### src/core/ufi_pkg.sv
// Shared constants and types of the USB function interrupt flag block.
// Assumes a 32-bit Avalon-MM slave with word addresses given as byte offsets.
package ufi_pkg;
	// Register byte offsets
	localparam logic [5:0] OFS_FLAGS_CTRL = 6'h00;
	localparam logic [5:0] OFS_FLAGS_BULK = 6'h04;
	localparam logic [5:0] OFS_FLAGS_BUS = 6'h08;
	localparam logic [5:0] OFS_EN_CTRL = 6'h0C;
	localparam logic [5:0] OFS_EN_BULK = 6'h10;
	localparam logic [5:0] OFS_EN_BUS = 6'h14;
	localparam logic [5:0] OFS_SEL_CTRL = 6'h18;
	localparam logic [5:0] OFS_SEL_BULK = 6'h1C;
	localparam logic [5:0] OFS_SEL_BUS = 6'h20;
	// Control endpoint flag positions
	localparam int B_BUS_RESET = 7;
	localparam int B_CTRL_OUT_RX = 3;
	localparam int B_CTRL_IN_REQ = 2;
	localparam int B_CTRL_IN_TX = 1;
	localparam int B_SETUP_RX = 0;
	// Bulk endpoint flag positions
	localparam int B_BULK_ALL_EMPTY = 3;
	localparam int B_BULK_OUT_READY = 2;
	localparam int B_BULK_IN_REQ = 1;
	localparam int B_BULK_ANY_EMPTY = 0;
	// Bus state flag positions
	localparam int B_CLOCK_READY = 7;
	localparam int B_FRAME_START = 6;
	localparam int B_CONFIG_RX = 5;
	localparam int B_SUSPEND_STATE = 3;
	localparam int B_SUSPEND_EVENT = 2;
	localparam int B_CABLE_STATE = 1;
	localparam int B_CABLE_EVENT = 0;
	// Writable masks
	localparam logic [7:0] MASK_CTRL = 8'h8F;
	localparam logic [7:0] MASK_BULK = 8'h0F;
	localparam logic [7:0] MASK_BUS_FLAGS = 8'hE5;
	localparam logic [7:0] MASK_BUS_EN = 8'hE5;
	localparam logic [7:0] MASK_BUS_SEL = 8'hE1;
	// Clearable flags (status bits excluded)
	localparam logic [7:0] CLR_CTRL = 8'h8F;
	localparam logic [7:0] CLR_BULK = 8'h02;
	localparam logic [7:0] CLR_BUS = 8'hE5;
	// Reset values
	localparam logic [7:0] RST_FLAGS = 8'h00;
	localparam logic [7:0] RST_EN_CTRL = 8'h00;
	localparam logic [7:0] RST_EN_BULK = 8'h00;
	localparam logic [7:0] RST_EN_BUS = 8'h80;
	localparam logic [7:0] RST_SEL = 8'h00;
	// Clock settling times in microseconds per clock source
	localparam int CLK_HZ = 40_000_000;
	localparam int SETTLE_XTAL_US = 2000;
	localparam int SETTLE_EXT_US = 10;
	localparam int SETTLE_XTAL_CYC = (SETTLE_XTAL_US * (CLK_HZ / 1_000_000));
	localparam int SETTLE_EXT_CYC = (SETTLE_EXT_US * (CLK_HZ / 1_000_000));
	localparam int SETTLE_W = 20;

	typedef enum logic [2:0] {
		ST_STOPPED = 3'b001,
		ST_COUNTING = 3'b010,
		ST_RUNNING = 3'b100
	} ufi_settle_e;
endpackage

### src/core/ufi_events_if.sv
// Event strobes and level status passed from the USB engine to the flag logic.
// Assumes all signals synchronous to the module clock.
`timescale 1ns/1ps
interface ufi_events_if;
	logic [7:0] ctrl_set;
	logic [7:0] bulk_set;
	logic [7:0] bus_set;
	logic bulk_in_data_valid;
	logic bulk_in_any_empty;
	logic bulk_out_ready;
	logic suspend_state;
	logic cable_power_state;
	modport src (output ctrl_set, bulk_set, bus_set, bulk_in_data_valid,
		bulk_in_any_empty, bulk_out_ready, suspend_state, cable_power_state);
	modport dst (input ctrl_set, bulk_set, bus_set, bulk_in_data_valid,
		bulk_in_any_empty, bulk_out_ready, suspend_state, cable_power_state);
endinterface

### src/core/ufi_detect.sv
// Edge and event detector: turns engine pulses and levels into set strobes.
// Assumes engine pulses last one clock and levels are already synchronous.
`timescale 1ns/1ps
module ufi_detect (
	input wire logic clk,
	input wire logic rst,
	// Engine events
	input wire logic ctrl_out_ack,
	input wire logic ctrl_in_token,
	input wire logic ctrl_in_fifo_valid,
	input wire logic ctrl_in_ack,
	input wire logic setup_ack,
	input wire logic bus_reset_seen,
	input wire logic bulk_in_token,
	input wire logic [1:0] bulk_in_fifo_valid,
	input wire logic [1:0] bulk_out_fifo_valid,
	input wire logic frame_start_seen,
	input wire logic set_config_seen,
	input wire logic suspend_in,
	input wire logic cable_in,
	input wire logic clock_ready_pulse,
	// To flag logic
	ufi_events_if.src ev
);
	typedef struct packed {
		logic suspend_d;
		logic cable_d;
	} ufi_det_s;
	ufi_det_s q_r;
	ufi_det_s q_nxt;

	// Previous levels for change detection
	always_comb begin
		q_nxt = q_r;
		q_nxt.suspend_d = suspend_in;
		q_nxt.cable_d = cable_in;
	end

	always_ff @(posedge clk or posedge rst) begin
		if (rst) begin
			q_r <= '0;
		end else begin
			q_r <= q_nxt;
		end
	end

	// Control endpoint set strobes
	always_comb begin
		ev.ctrl_set = '0;
		ev.ctrl_set[ufi_pkg::B_CTRL_OUT_RX] = ctrl_out_ack;
		ev.ctrl_set[ufi_pkg::B_CTRL_IN_REQ] = ctrl_in_token & ~ctrl_in_fifo_valid;
		ev.ctrl_set[ufi_pkg::B_CTRL_IN_TX] = ctrl_in_ack;
		ev.ctrl_set[ufi_pkg::B_SETUP_RX] = setup_ack;
		ev.ctrl_set[ufi_pkg::B_BUS_RESET] = bus_reset_seen;
	end

	// Bulk endpoint strobe and FIFO levels
	always_comb begin
		ev.bulk_set = '0;
		ev.bulk_set[ufi_pkg::B_BULK_IN_REQ] = bulk_in_token & ~(|bulk_in_fifo_valid);
		ev.bulk_in_data_valid = |bulk_in_fifo_valid;
		ev.bulk_in_any_empty = ~(&bulk_in_fifo_valid);
		ev.bulk_out_ready = |bulk_out_fifo_valid;
	end

	// Bus state strobes; a change of either level is an event
	always_comb begin
		ev.bus_set = '0;
		ev.bus_set[ufi_pkg::B_CLOCK_READY] = clock_ready_pulse;
		ev.bus_set[ufi_pkg::B_FRAME_START] = frame_start_seen;
		ev.bus_set[ufi_pkg::B_CONFIG_RX] = set_config_seen;
		ev.bus_set[ufi_pkg::B_SUSPEND_EVENT] = suspend_in ^ q_r.suspend_d;
		ev.bus_set[ufi_pkg::B_CABLE_EVENT] = cable_in ^ q_r.cable_d;
		ev.suspend_state = suspend_in;
		ev.cable_power_state = cable_in;
	end
endmodule

### src/core/ufi_top.sv
// USB function interrupt flags, enables and line selects with an Avalon-MM slave.
// Assumes engine strobes synchronous to CLK; reads answer one cycle after request.
// Notes on behaviour
// Control-OUT data acked sets receive-complete flag.
// IN token on empty control-IN FIFO sets transfer-request flag.
// Control-IN data acked by host sets transmit-complete flag.
// Acked 8-byte setup command sets setup-received flag.
// Writing 0 clears a flag; writing 1 does nothing.
// Bulk-IN all-empty is inverse of bulk-IN data valid; resets to 1.
// Bulk-OUT ready is 1 while either endpoint 2 FIFO holds data.
// IN token with both bulk-IN FIFOs empty sets transfer-request flag.
// Bulk-IN any-empty is 1 unless both FIFOs hold data; resets 1.
// FIFO status bits follow occupancy only, writes ignored.
// After module stop release, count settle time then set clock-ready.
// Clock-ready logic runs during interface software reset.
// Start-of-frame packet sets frame-start flag.
// Set_Configuration request sets configuration-received flag.
// Suspend status bit shows bus state, never interrupts.
// Suspend/resume change sets event flag, reported on wake-up line only.
// Cable power status bit shows presence, never interrupts.
// Cable attach or removal sets cable-power event flag.
// Line asserts only for set flag with enable 1; clock-ready enable resets 1.
// Select 0 routes to line A, select 1 to line B.
// Bus-status enable register accessible while module stop two is 1.
// Suspend/resume enable gates only the wake-up line.
// Detected bus reset sets bus-reset flag.
// Lines are active low levels, held while any routed flag enabled.
//
// Decided for this implementation: the register offsets and register access over Avalon-MM.
`timescale 1ns/1ps
module ufi_top (
	// Clock and reset
	input wire logic CLK,
	input wire logic RST,

	// Avalon-MM slave
	input wire logic [5:0] AVS_ADDRESS,
	input wire logic AVS_READ,
	input wire logic AVS_WRITE,
	input wire logic [31:0] AVS_WRITEDATA,
	input wire logic [3:0] AVS_BYTEENABLE,
	output logic [31:0] AVS_READDATA,
	output logic AVS_WAITREQUEST,

	// Control endpoint events
	input wire logic CTRL_OUT_ACK,
	input wire logic CTRL_IN_TOKEN,
	input wire logic CTRL_IN_FIFO_VALID,
	input wire logic CTRL_IN_ACK,
	input wire logic SETUP_ACK,
	input wire logic BUS_RESET_SEEN,

	// Bulk endpoint events
	input wire logic BULK_IN_TOKEN,
	input wire logic [1:0] BULK_IN_FIFO_VALID,
	input wire logic [1:0] BULK_OUT_FIFO_VALID,

	// Bus status
	input wire logic FRAME_START_SEEN,
	input wire logic SET_CONFIG_SEEN,
	input wire logic SUSPEND_STATE,
	input wire logic CABLE_POWER_STATE,

	// Clocking control
	input wire logic USB_MODULE_STOP_TWO,
	input wire logic USB_INTERFACE_SOFT_RESET,
	input wire logic CLOCK_SOURCE_EXT,

	// Interrupt lines, active low
	output logic USB_IRQ_LINE_A_N,
	output logic USB_IRQ_LINE_B_N,
	output logic WAKEUP_IRQ_LINE_N
);
	// Settle counts; a bench may shorten them to keep runs brief
	parameter int SETTLE_XTAL_CYC = ufi_pkg::SETTLE_XTAL_CYC;
	parameter int SETTLE_EXT_CYC = ufi_pkg::SETTLE_EXT_CYC;

	typedef struct packed {
		// Event flags, one byte per register
		logic [7:0] flags_ctrl;
		logic [7:0] flags_bulk;
		logic [7:0] flags_bus;

		// Enables; only clock-ready starts set
		logic [7:0] en_ctrl;
		logic [7:0] en_bulk;
		logic [7:0] en_bus;

		// Line selects, 0 picks line A
		logic [7:0] sel_ctrl;
		logic [7:0] sel_bulk;
		logic [7:0] sel_bus;

		// Clock settle timer
		ufi_pkg::ufi_settle_e settle;
		logic [ufi_pkg::SETTLE_W-1:0] count;

		// Read data path
		logic rd_pending;
		logic [31:0] rdata;

		// Line drivers, registered so they never glitch
		logic irq_a_n;
		logic irq_b_n;
		logic wake_n;
	} ufi_state_s;

	// Current and next state
	ufi_state_s s_r;
	ufi_state_s s_nxt;

	// Glue between the detector and the flag logic
	logic clock_ready_pulse;
	logic wr_lo;
	ufi_events_if ev ();

	// Byte write helper: clear-only for flags, set bits win over clear
	function automatic logic [7:0] flag_update(input logic [7:0] cur, input logic [7:0] set,
		input logic [7:0] clr_mask, input logic wr, input logic [7:0] wdata);
		logic [7:0] v;
		v = cur;
		// Status bits sit outside the mask and never clear
		if (wr) begin
			v = cur & (wdata | ~clr_mask);
		end
		// An event in the same cycle as the clear is not lost
		flag_update = v | set;
	endfunction

	// Route flags to the two general lines through select bits
	function automatic logic [1:0] route(input logic [7:0] req, input logic [7:0] sel);
		logic to_a;
		logic to_b;
		to_a = |(req & ~sel);
		to_b = |(req & sel);
		route = {to_b, to_a};
	endfunction

	// Event detection kept apart from the register file
	ufi_detect u_detect (
		.clk(CLK),
		.rst(RST),
		.ctrl_out_ack(CTRL_OUT_ACK),
		.ctrl_in_token(CTRL_IN_TOKEN),
		.ctrl_in_fifo_valid(CTRL_IN_FIFO_VALID),
		.ctrl_in_ack(CTRL_IN_ACK),
		.setup_ack(SETUP_ACK),
		.bus_reset_seen(BUS_RESET_SEEN),
		.bulk_in_token(BULK_IN_TOKEN),
		.bulk_in_fifo_valid(BULK_IN_FIFO_VALID),
		.bulk_out_fifo_valid(BULK_OUT_FIFO_VALID),
		.frame_start_seen(FRAME_START_SEEN),
		.set_config_seen(SET_CONFIG_SEEN),
		.suspend_in(SUSPEND_STATE),
		.cable_in(CABLE_POWER_STATE),
		.clock_ready_pulse(clock_ready_pulse),
		.ev(ev)
	);

	// Only the low byte holds register data
	// Upper lanes hold nothing, so a write without lane 0 is dropped
	assign wr_lo = AVS_WRITE & AVS_BYTEENABLE[0];

	// Writes complete at once; reads wait one cycle for registered data
	always_comb begin
		AVS_WAITREQUEST = AVS_READ & ~s_r.rd_pending;
		AVS_READDATA = s_r.rdata;
		USB_IRQ_LINE_A_N = s_r.irq_a_n;
		USB_IRQ_LINE_B_N = s_r.irq_b_n;
		WAKEUP_IRQ_LINE_N = s_r.wake_n;
	end

	// Pulse when the settling counter finishes
	assign clock_ready_pulse = (s_r.settle == ufi_pkg::ST_COUNTING) &&
		(s_r.count == '0);

	// Next state of the whole block
	always_comb begin
		logic [7:0] live_bulk;
		logic [7:0] live_bus;
		logic [7:0] rd_byte;
		logic [1:0] r_ctrl;
		logic [1:0] r_bulk;
		logic [1:0] r_bus;
		live_bulk = '0;
		live_bus = '0;
		rd_byte = '0;
		r_ctrl = '0;
		r_bulk = '0;
		r_bus = '0;
		s_nxt = s_r;

		// Settling counter ignores soft reset; only module stop restarts it
		case (s_r.settle)
			ufi_pkg::ST_STOPPED: begin
				if (!USB_MODULE_STOP_TWO) begin
					s_nxt.settle = ufi_pkg::ST_COUNTING;
					// Load the count for the chosen clock source
					s_nxt.count = CLOCK_SOURCE_EXT ?
						ufi_pkg::SETTLE_W'(SETTLE_EXT_CYC - 1) :
						ufi_pkg::SETTLE_W'(SETTLE_XTAL_CYC - 1);
				end
			end

			ufi_pkg::ST_COUNTING: begin
				// Stopping again throws the partial count away
				if (USB_MODULE_STOP_TWO) begin
					s_nxt.settle = ufi_pkg::ST_STOPPED;
				end else if (s_r.count == '0) begin
					s_nxt.settle = ufi_pkg::ST_RUNNING;
				end else begin
					s_nxt.count = s_r.count - 1'b1;
				end
			end

			ufi_pkg::ST_RUNNING: begin
				if (USB_MODULE_STOP_TWO) begin
					s_nxt.settle = ufi_pkg::ST_STOPPED;
				end
			end

			default: begin
				s_nxt.settle = ufi_pkg::ST_STOPPED;
			end
		endcase

		// Event flags; soft reset holds engine flags but not clock-ready
		// Control endpoint flags
		s_nxt.flags_ctrl = flag_update(s_r.flags_ctrl,
			USB_INTERFACE_SOFT_RESET ? 8'h00 : ev.ctrl_set, ufi_pkg::CLR_CTRL,
			wr_lo && AVS_ADDRESS == ufi_pkg::OFS_FLAGS_CTRL, AVS_WRITEDATA[7:0]);

		// Bulk transfer-request flag; status bits are live, not stored
		s_nxt.flags_bulk = flag_update(s_r.flags_bulk,
			USB_INTERFACE_SOFT_RESET ? 8'h00 : ev.bulk_set, ufi_pkg::CLR_BULK,
			wr_lo && AVS_ADDRESS == ufi_pkg::OFS_FLAGS_BULK, AVS_WRITEDATA[7:0]);

		// Bus state flags; clock-ready keeps counting through soft reset
		s_nxt.flags_bus = flag_update(s_r.flags_bus,
			USB_INTERFACE_SOFT_RESET ? (ev.bus_set & 8'h80) : ev.bus_set,
			ufi_pkg::CLR_BUS,
			wr_lo && AVS_ADDRESS == ufi_pkg::OFS_FLAGS_BUS, AVS_WRITEDATA[7:0]);

		// Enables and selects, plain read/write
		if (wr_lo) begin
			if (AVS_ADDRESS == ufi_pkg::OFS_EN_CTRL) begin
				s_nxt.en_ctrl = AVS_WRITEDATA[7:0] & ufi_pkg::MASK_CTRL;
			end else if (AVS_ADDRESS == ufi_pkg::OFS_EN_BULK) begin
				s_nxt.en_bulk = AVS_WRITEDATA[7:0] & ufi_pkg::MASK_BULK;
			end else if (AVS_ADDRESS == ufi_pkg::OFS_EN_BUS) begin
				// Reachable whatever the module stop state
				s_nxt.en_bus = AVS_WRITEDATA[7:0] & ufi_pkg::MASK_BUS_EN;
			end else if (AVS_ADDRESS == ufi_pkg::OFS_SEL_CTRL) begin
				s_nxt.sel_ctrl = AVS_WRITEDATA[7:0] & ufi_pkg::MASK_CTRL;
			end else if (AVS_ADDRESS == ufi_pkg::OFS_SEL_BULK) begin
				s_nxt.sel_bulk = AVS_WRITEDATA[7:0] & ufi_pkg::MASK_BULK;
			end else if (AVS_ADDRESS == ufi_pkg::OFS_SEL_BUS) begin
				s_nxt.sel_bus = AVS_WRITEDATA[7:0] & ufi_pkg::MASK_BUS_SEL;
			end
		end

		// Live status bits merged with stored flags; writes never reach them
		live_bulk = s_r.flags_bulk & ufi_pkg::CLR_BULK;
		live_bulk[ufi_pkg::B_BULK_ALL_EMPTY] = ~ev.bulk_in_data_valid;
		live_bulk[ufi_pkg::B_BULK_OUT_READY] = ev.bulk_out_ready;
		live_bulk[ufi_pkg::B_BULK_ANY_EMPTY] = ev.bulk_in_any_empty;

		// Bus state levels shown as they are, never stored
		live_bus = s_r.flags_bus & ufi_pkg::CLR_BUS;
		live_bus[ufi_pkg::B_SUSPEND_STATE] = ev.suspend_state;
		live_bus[ufi_pkg::B_CABLE_STATE] = ev.cable_power_state;

		// Read decode; unmapped offsets read zero
		if (AVS_ADDRESS == ufi_pkg::OFS_FLAGS_CTRL) begin
			rd_byte = s_r.flags_ctrl;
		end else if (AVS_ADDRESS == ufi_pkg::OFS_FLAGS_BULK) begin
			rd_byte = live_bulk;
		end else if (AVS_ADDRESS == ufi_pkg::OFS_FLAGS_BUS) begin
			rd_byte = live_bus;
		end else if (AVS_ADDRESS == ufi_pkg::OFS_EN_CTRL) begin
			rd_byte = s_r.en_ctrl;
		end else if (AVS_ADDRESS == ufi_pkg::OFS_EN_BULK) begin
			rd_byte = s_r.en_bulk;
		end else if (AVS_ADDRESS == ufi_pkg::OFS_EN_BUS) begin
			rd_byte = s_r.en_bus;
		end else if (AVS_ADDRESS == ufi_pkg::OFS_SEL_CTRL) begin
			rd_byte = s_r.sel_ctrl;
		end else if (AVS_ADDRESS == ufi_pkg::OFS_SEL_BULK) begin
			rd_byte = s_r.sel_bulk;
		end else if (AVS_ADDRESS == ufi_pkg::OFS_SEL_BUS) begin
			rd_byte = s_r.sel_bus;
		end

		// Capture on the first read cycle; the second cycle hands it over
		s_nxt.rd_pending = AVS_READ & ~s_r.rd_pending;
		if (AVS_READ && !s_r.rd_pending) begin
			s_nxt.rdata = {24'h00_0000, rd_byte};
		end

		// Requests: flag and enable both needed; bus state bits masked out, bulk status levels kept
		r_ctrl = route(s_r.flags_ctrl & s_r.en_ctrl, s_r.sel_ctrl);
		r_bulk = route(live_bulk & s_r.en_bulk, s_r.sel_bulk);
		// Suspend event and both state bits never reach the general lines
		r_bus = route(s_r.flags_bus & s_r.en_bus & ufi_pkg::MASK_BUS_SEL,
			s_r.sel_bus);

		// Lines go low one cycle after a request appears
		s_nxt.irq_a_n = ~(r_ctrl[0] | r_bulk[0] | r_bus[0]);
		s_nxt.irq_b_n = ~(r_ctrl[1] | r_bulk[1] | r_bus[1]);

		// Wake-up line has its own enable and no select
		s_nxt.wake_n = ~(s_r.flags_bus[ufi_pkg::B_SUSPEND_EVENT] &
			s_r.en_bus[ufi_pkg::B_SUSPEND_EVENT]);
	end

	// Register the whole state
	always_ff @(posedge CLK or posedge RST) begin
		if (RST) begin
			// Flags start clear
			s_r.flags_ctrl <= ufi_pkg::RST_FLAGS;
			s_r.flags_bulk <= ufi_pkg::RST_FLAGS;
			s_r.flags_bus <= ufi_pkg::RST_FLAGS;

			// Only the clock-ready enable starts set
			s_r.en_ctrl <= ufi_pkg::RST_EN_CTRL;
			s_r.en_bulk <= ufi_pkg::RST_EN_BULK;
			s_r.en_bus <= ufi_pkg::RST_EN_BUS;

			// All events start on line A
			s_r.sel_ctrl <= ufi_pkg::RST_SEL;
			s_r.sel_bulk <= ufi_pkg::RST_SEL;
			s_r.sel_bus <= ufi_pkg::RST_SEL;

			// Timer idles until the module is started
			s_r.settle <= ufi_pkg::ST_STOPPED;
			s_r.count <= '0;

			// No read in flight
			s_r.rd_pending <= 1'b0;
			s_r.rdata <= 32'h0000_0000;

			// Lines released
			s_r.irq_a_n <= 1'b1;
			s_r.irq_b_n <= 1'b1;
			s_r.wake_n <= 1'b1;
		end else begin
			s_r <= s_nxt;
		end
	end
endmodule

### config.mk
export PLATFORM = sky130hd
export DESIGN_NAME = ufi_top
export DESIGN_NICKNAME = d
export VERILOG_FILES = /design/src/core/ufi_pkg.sv /design/src/core/ufi_events_if.sv /design/src/core/ufi_detect.sv /design/src/core/ufi_top.sv
export SDC_FILE = /design/constraint.sdc
export NUM_CORES = 1
export LEC_CHECK = 0
export BUFFER_PORTS_ARGS = -buffer_cell sky130_fd_sc_hd__buf_2
export CAP_MARGIN = 40
export CORE_MARGIN = 2
export CORE_UTILIZATION = 30
export CTS_BUF_LIST = sky130_fd_sc_hd__clkbuf_16
export DETAILED_ROUTE_END_ITERATION = 12
export GPL_TIMING_DRIVEN = 0
export PLACE_DENSITY = 0.53
export SLEW_MARGIN = 20
export SYNTH_ARGS = -nofsm -noshare
export SYNTH_HDL_FRONTEND = slang
export SYNTH_SLANG_ARGS = --single-unit
### constraint.sdc
create_clock -name CLK -period 2.9 [get_ports CLK]
set_input_delay 0.58 -clock CLK [delete_from_list [all_inputs] [get_ports CLK]]
set_output_delay 0.58 -clock CLK [all_outputs]
set_load 0.02 [all_outputs]
# --- After elaboration in Yosys (flattened, before gate mapping) ---
# Index checks and enable logic that the tools add are counted.
word_totals:
  output_inout_bits: 36
  regBits: 88
  input_bits: 64
op_classes:
  eq_ne: 16
  reduce_logical: 26
  add_sub_neg: 1
  mux: 24
  bitwise: 41
ops:
  columns: ["cell", "n"]
  rows:
  - ["8-bit 2-to-1 mux", 13]
  - ["8-bit AND", 9]
  - ["8-bit OR reduction", 6]
  - ["20-bit 2-to-1 mux", 2]
  - ["20-bit one-hot mux with 2 select lines", 1]
  - ["6-bit by 5-bit equality test with 1-bit output (second input constant)", 4]
  - ["23-bit 2-to-1 mux", 1]
  - ["20-bit logical NOT", 1]
  - ["20-bit by 1-bit subtractor with 20-bit output (second input constant)", 1]
  - ["17-bit 2-to-1 mux", 1]
  - ["8-bit inverter", 2]
  - ["8-bit bitwise OR", 2]
  - ["6-bit by 4-bit equality test with 1-bit output (second input constant)", 2]
  - ["1-bit inverter", 12]
  - ["3-bit 2-to-1 mux", 3]
  - ["3-bit one-hot mux with 3 select lines", 1]
  - ["4-bit AND", 2]
  - ["4-bit by 8-bit AND with 8-bit output", 1]
  - ["2-bit inequality test (second input constant)", 4]
  - ["4-bit inverter with 8-bit output", 1]
  - ["8-bit by 2-bit bitwise OR with 8-bit output", 1]
  - ["4-bit AND reduction", 2]
  - ["7-bit 2-to-1 mux", 1]
  - ["7-bit AND reduction", 1]
  - ["other kinds (19)", 34]

# --- Logic depth before layout (Yosys ltp) ---
logic_depth:
  word_depth: 10
  mapped_depth: 8
  depth_no_buf: 8

# --- Cells and area by module ---
# Synthesis repeated with hierarchy kept, for this count alone.
unflattened:
  hier_cells: 476
  area_unflattened_um2: 4563.1
modules_own_cells:
  columns: ["module", "area_each_um2", "n_inst", "seq_area_each_um2", "cells_per_inst"]
  rows:
  - ["ufi_top", 4292.9, 1, 1908.1, 443]
  - ["ufi_detect", 270.3, 1, 50.0, 33]

# --- Worst setup path after synthesis ---
# OpenSTA, ideal clock, no wires.
synth_timing:
  kind: "input-to-reg"
  startpoint: "in AVS_ADDRESS[2]"
  endpoint: "reg s_r[59] (netlist bit)"
  arrival_time_ns: 2.087
  t_required_ns: 2.775
  n_path_buf: 1
  setup_time_ns: 0.125
  setup_slack_ns: 0.688
  stages: 5
  path_cell_list: "buf_6 or4_4 nor3b_4 nor3b_4 mux2_2"
synth_via:
  elab_chain_len: 3
  word_cells_on_any_way: 12
synth_lines:
  columns: ["item", "line", "text"]
  rows:
  - ["from (decl)", "ufi_top.sv:37", "input wire logic [5:0] AVS_ADDRESS,"]
  - ["6-bit by 5-bit equality test with 1-bit output, or another cell as far along", "ufi_top.sv:255", "end else if (AVS_ADDRESS == ufi_pkg::OFS_SEL_BULK) begin"]
  - ["1-bit inverter (no line)", null, null]
  - ["7-bit AND reduction (no line) (*)", null, null]
  - ["to (signal assigned)", "ufi_top.sv:347", "s_r <= s_nxt;"]
  - ["to (decl)", "ufi_top.sv:109", "ufi_state_s s_r;"]
# Mark *: on every way between the ends. The rest lies on a longest branch, timed or not.
# A chain may end at the register's enable or synchronous reset.

# --- Worst setup path after layout ---
layout_timing:
  startpoint: "reg s_r[36] (netlist bit)"
  endpoint: "reg s_r[50] (netlist bit)"
layout_via:
  elab_chain_len: 4
  word_cells_on_any_way: 7
layout_lines:
  columns: ["item", "line", "text"]
  rows:
  - ["20-bit by 1-bit subtractor with 20-bit output", "ufi_top.sv:212", "s_nxt.count = s_r.count - 1'b1;"]
  - ["20-bit 2-to-1 mux", "ufi_top.sv:209", "end else if (s_r.count == '0) begin"]
  - ["20-bit 2-to-1 mux", "ufi_top.sv:207", "if (USB_MODULE_STOP_TWO) begin"]
  - ["20-bit one-hot mux with 2 select lines", "ufi_top.sv:194", "case (s_r.settle)"]
# Several ways; a longest one is shown, not always the timed one. The select of a mux whose other input is x is not followed.

==> out/qor.yml <==
path_clk_slew_ns: 0.06
viasPerCell: 5.20
synth_edf_count: 0
critPathBufInv: 1
slowest_delay_ns: 0.48
irDropWorstVdd_mv: 0.305
dp_hpwl_mm: 8.67
critPathLaunchType: "flip-flop"
mostFrequentLayoutCells: "dfrtp_1 (69), buf_2 (47), nand2_1 (43), o21ai_0 (43), nor2_1 (38)"
drt_wl_total_mm: 11.8
antenna_found_initial: 0
synthCells: 454
cp_max_fo: 5
ys_ff_latch: 74
groute.layer.met2.usage: 0.266
cts.sinks: 74
ctsHoldBuffers: 0
synthArstFlopShare: 1.00
skew_ns: 0.00616
reg2regPathDepth: 7
timing.slew.headroom: 0.427
status: "complete, no violations"
syn_area_sq_um: 4270
die_x_um: 123
layout_commonest_cell: "dfrtp_1"
track_usage: 0.164
cp.required_ns: 3.14
pin_count: 100
hold_slack_ns: 0.192
endpoint_kind: "flip-flop"
routedWlPerCell_um: 16.5
cp_cell_sequence: "inv_1 > ha_1 > nor3b_1 > nand4_1 > a2111oi_2 > o21ai_0 > a22o_1"
numPortBuffers: 44
yosysWarnings: 0
seq_area_frac_synth: 0.435
reg2reg_from: "s_r[36]"
rows: 43
n_antenna_cell: 0
critical-path-slowest-cell: "nor3b_1"
postCtsSetupBuffers: 0
numCtsBuffers: 9
worstPathArrival_ns: 2.68
yosys.area_share.simple: 0.209
leakagePower_nw: 2.28
htreeDepth: 3
grt_pass1_wl_mm: 19.0
drcViolationCount: 0
coreArea_sq_um: 13900
fin_crit_ns: 2.44
synth_mux_area_frac: 0.0812
fmax_mhz: 410
hp-class: "in2async"
synth-xor-area-share: 0.00411
worstMarginPinSlew_ns: 0.850
grt_pass1_vias: 3598
r2r_end: "s_r[50]"
finalHoldViolCount: 0
grt_max_degree: 55
preCtsSetupSlack_ns: 0.0994
root_buffer: "clkbuf_16"
regToRegSetupSlack_ns: 0.46
firstDrtPassIters: 5
power_mw: 3.11
ant_nets: 0
vias: 3739
die_area_sq_um: 15200
gr-max-usage-layer: "met2"
synth_cell_types: 65
rsz0062_at_grt: "false"
synth_compound_area_frac: 0.181
synth_top_family_by_area: "simple AND/OR/NAND/NOR gates"
ctsResizeCount: 0
power.density_nw_per_um2: 604
critical_path_class: "reg2reg"
finalCritPeriodShare: 0.841
post-route-util: 0.371
fin_ws_ns: 0.462
postSynthAreaPerCell_sq_um: 9.40
use_met3: 0.0383
insertion_delay_ns: 0.35
drt-initial-drc-count: 372
synth_fa_ha_area_frac: 0.00587
setup_viol: 0
path_delay_family: "simple AND/OR/NAND/NOR gates"
fin_nets: 600
start_util: 0.307
grt_use_met1: 0.209
cts_tree: "yes"
overflow: 0
area_growth_pct: 20.9
drive_above_1_share: 0.273
synthFlopType: "dfrtp_1"
die_h_um: 123
routabilityCongestion: 0.903
cap_violations: 0
clk_path_buf_depth: 2
drv_slew: 0
-- power breakdown --
| part | switching, mW | internal (mW) |
|---|---|---|
| combinational | 0.343 | 0.230 |
| sequential | 0.148 | 1.17 |
| clock | 0.463 | 0.759 |
| total | 0.955 | 2.16 |
-- routing by layer --
layer  share of wire  vias to the layer above
met5               0                        -
met4           0.023                        0
met3           0.063                       20
met2            0.48                      135
met1            0.43                     1810
li1                -                     1774
-- cell families after synthesis --
logic type | count (synthesis)
AND/OR/NAND/NOR | 166
AO/OA/AOI/OAI | 119
flip-flops | 74
buffers and inverters | 59
multiplexers | 31
adder cells (fa/ha/maj) | 2
XOR/XNOR | 2
other | 1
-- how the worst max path moves through the flow --
stage              startpoint               to  cells after the start
2_1_floorplan             RST  AVS_READDATA[0]                      1
5_1_grt               s_r[36]          s_r[50]                      7
3_3_place_gp              RST          s_r[35]                      2
3_5_place_dp   AVS_ADDRESS[5]         s_r[114]                      6
4_1_cts               s_r[36]          s_r[50]                      7
6_report              s_r[36]          s_r[50]                      7
-- cells in the mapped netlist (4+ instances only) --
library cell,number,area share
dfrtp_1,69,0.40
nand2_1,43,0.038
o21ai_0,43,0.050
nor2_1,38,0.033
buf_4,32,0.056
mux2_2,29,0.077
nand3_1,20,0.023
inv_1,16,0.014
a21oi_1,15,0.018
nor3_1,11,0.013
a31oi_1,10,0.015
nand4_1,9,0.013
nor4_1,7,0.010
and3_1,6,0.0088
clkbuf_1,6,0.0053
nand2b_1,6,0.0088
o22ai_1,6,0.0088
a211oi_1,5,0.0088
a22oi_1,5,0.0088
dfstp_2,5,0.031
nor2b_1,4,0.0059
-- sequential cells by signal (all words and copies together), names as in the netlist --
register           flops
USB_IRQ_LINE_A_N       1
s_r                   62
u_detect.q_r           2
WAKEUP_IRQ_LINE_N      1
USB_IRQ_LINE_B_N       1
AVS_READDATA           7
-- cell type report --
cell class              instances  area, sq um
flip-flops and latches         74         1860
multi-input cells             345         2150
clock buffers                   9          225
well taps                     180          225
inverters                      17         66.3
clock inverters                 7         98.8
repair buffers                 45          248
fillers                      1411         8720
plain buffers                  42          289
-- metrics by stage --
| step | instances | setup TNS, ns | cell area (sq um) |
|---|---|---|---|
| 6_report | 719 | 0 | 5160 |
| 5_1_grt | 719 | 0 | 5160 |
| 4_1_cts | 719 | 0 | 5160 |
| 3_5_place_dp | 703 | 0 | 4830 |
| 3_3_place_gp | 702 | -44.26 | 4800 |
| 2_1_floorplan | 478 | 0 | 4360 |
No activity file was read; power rests on OpenSTA's default activity.
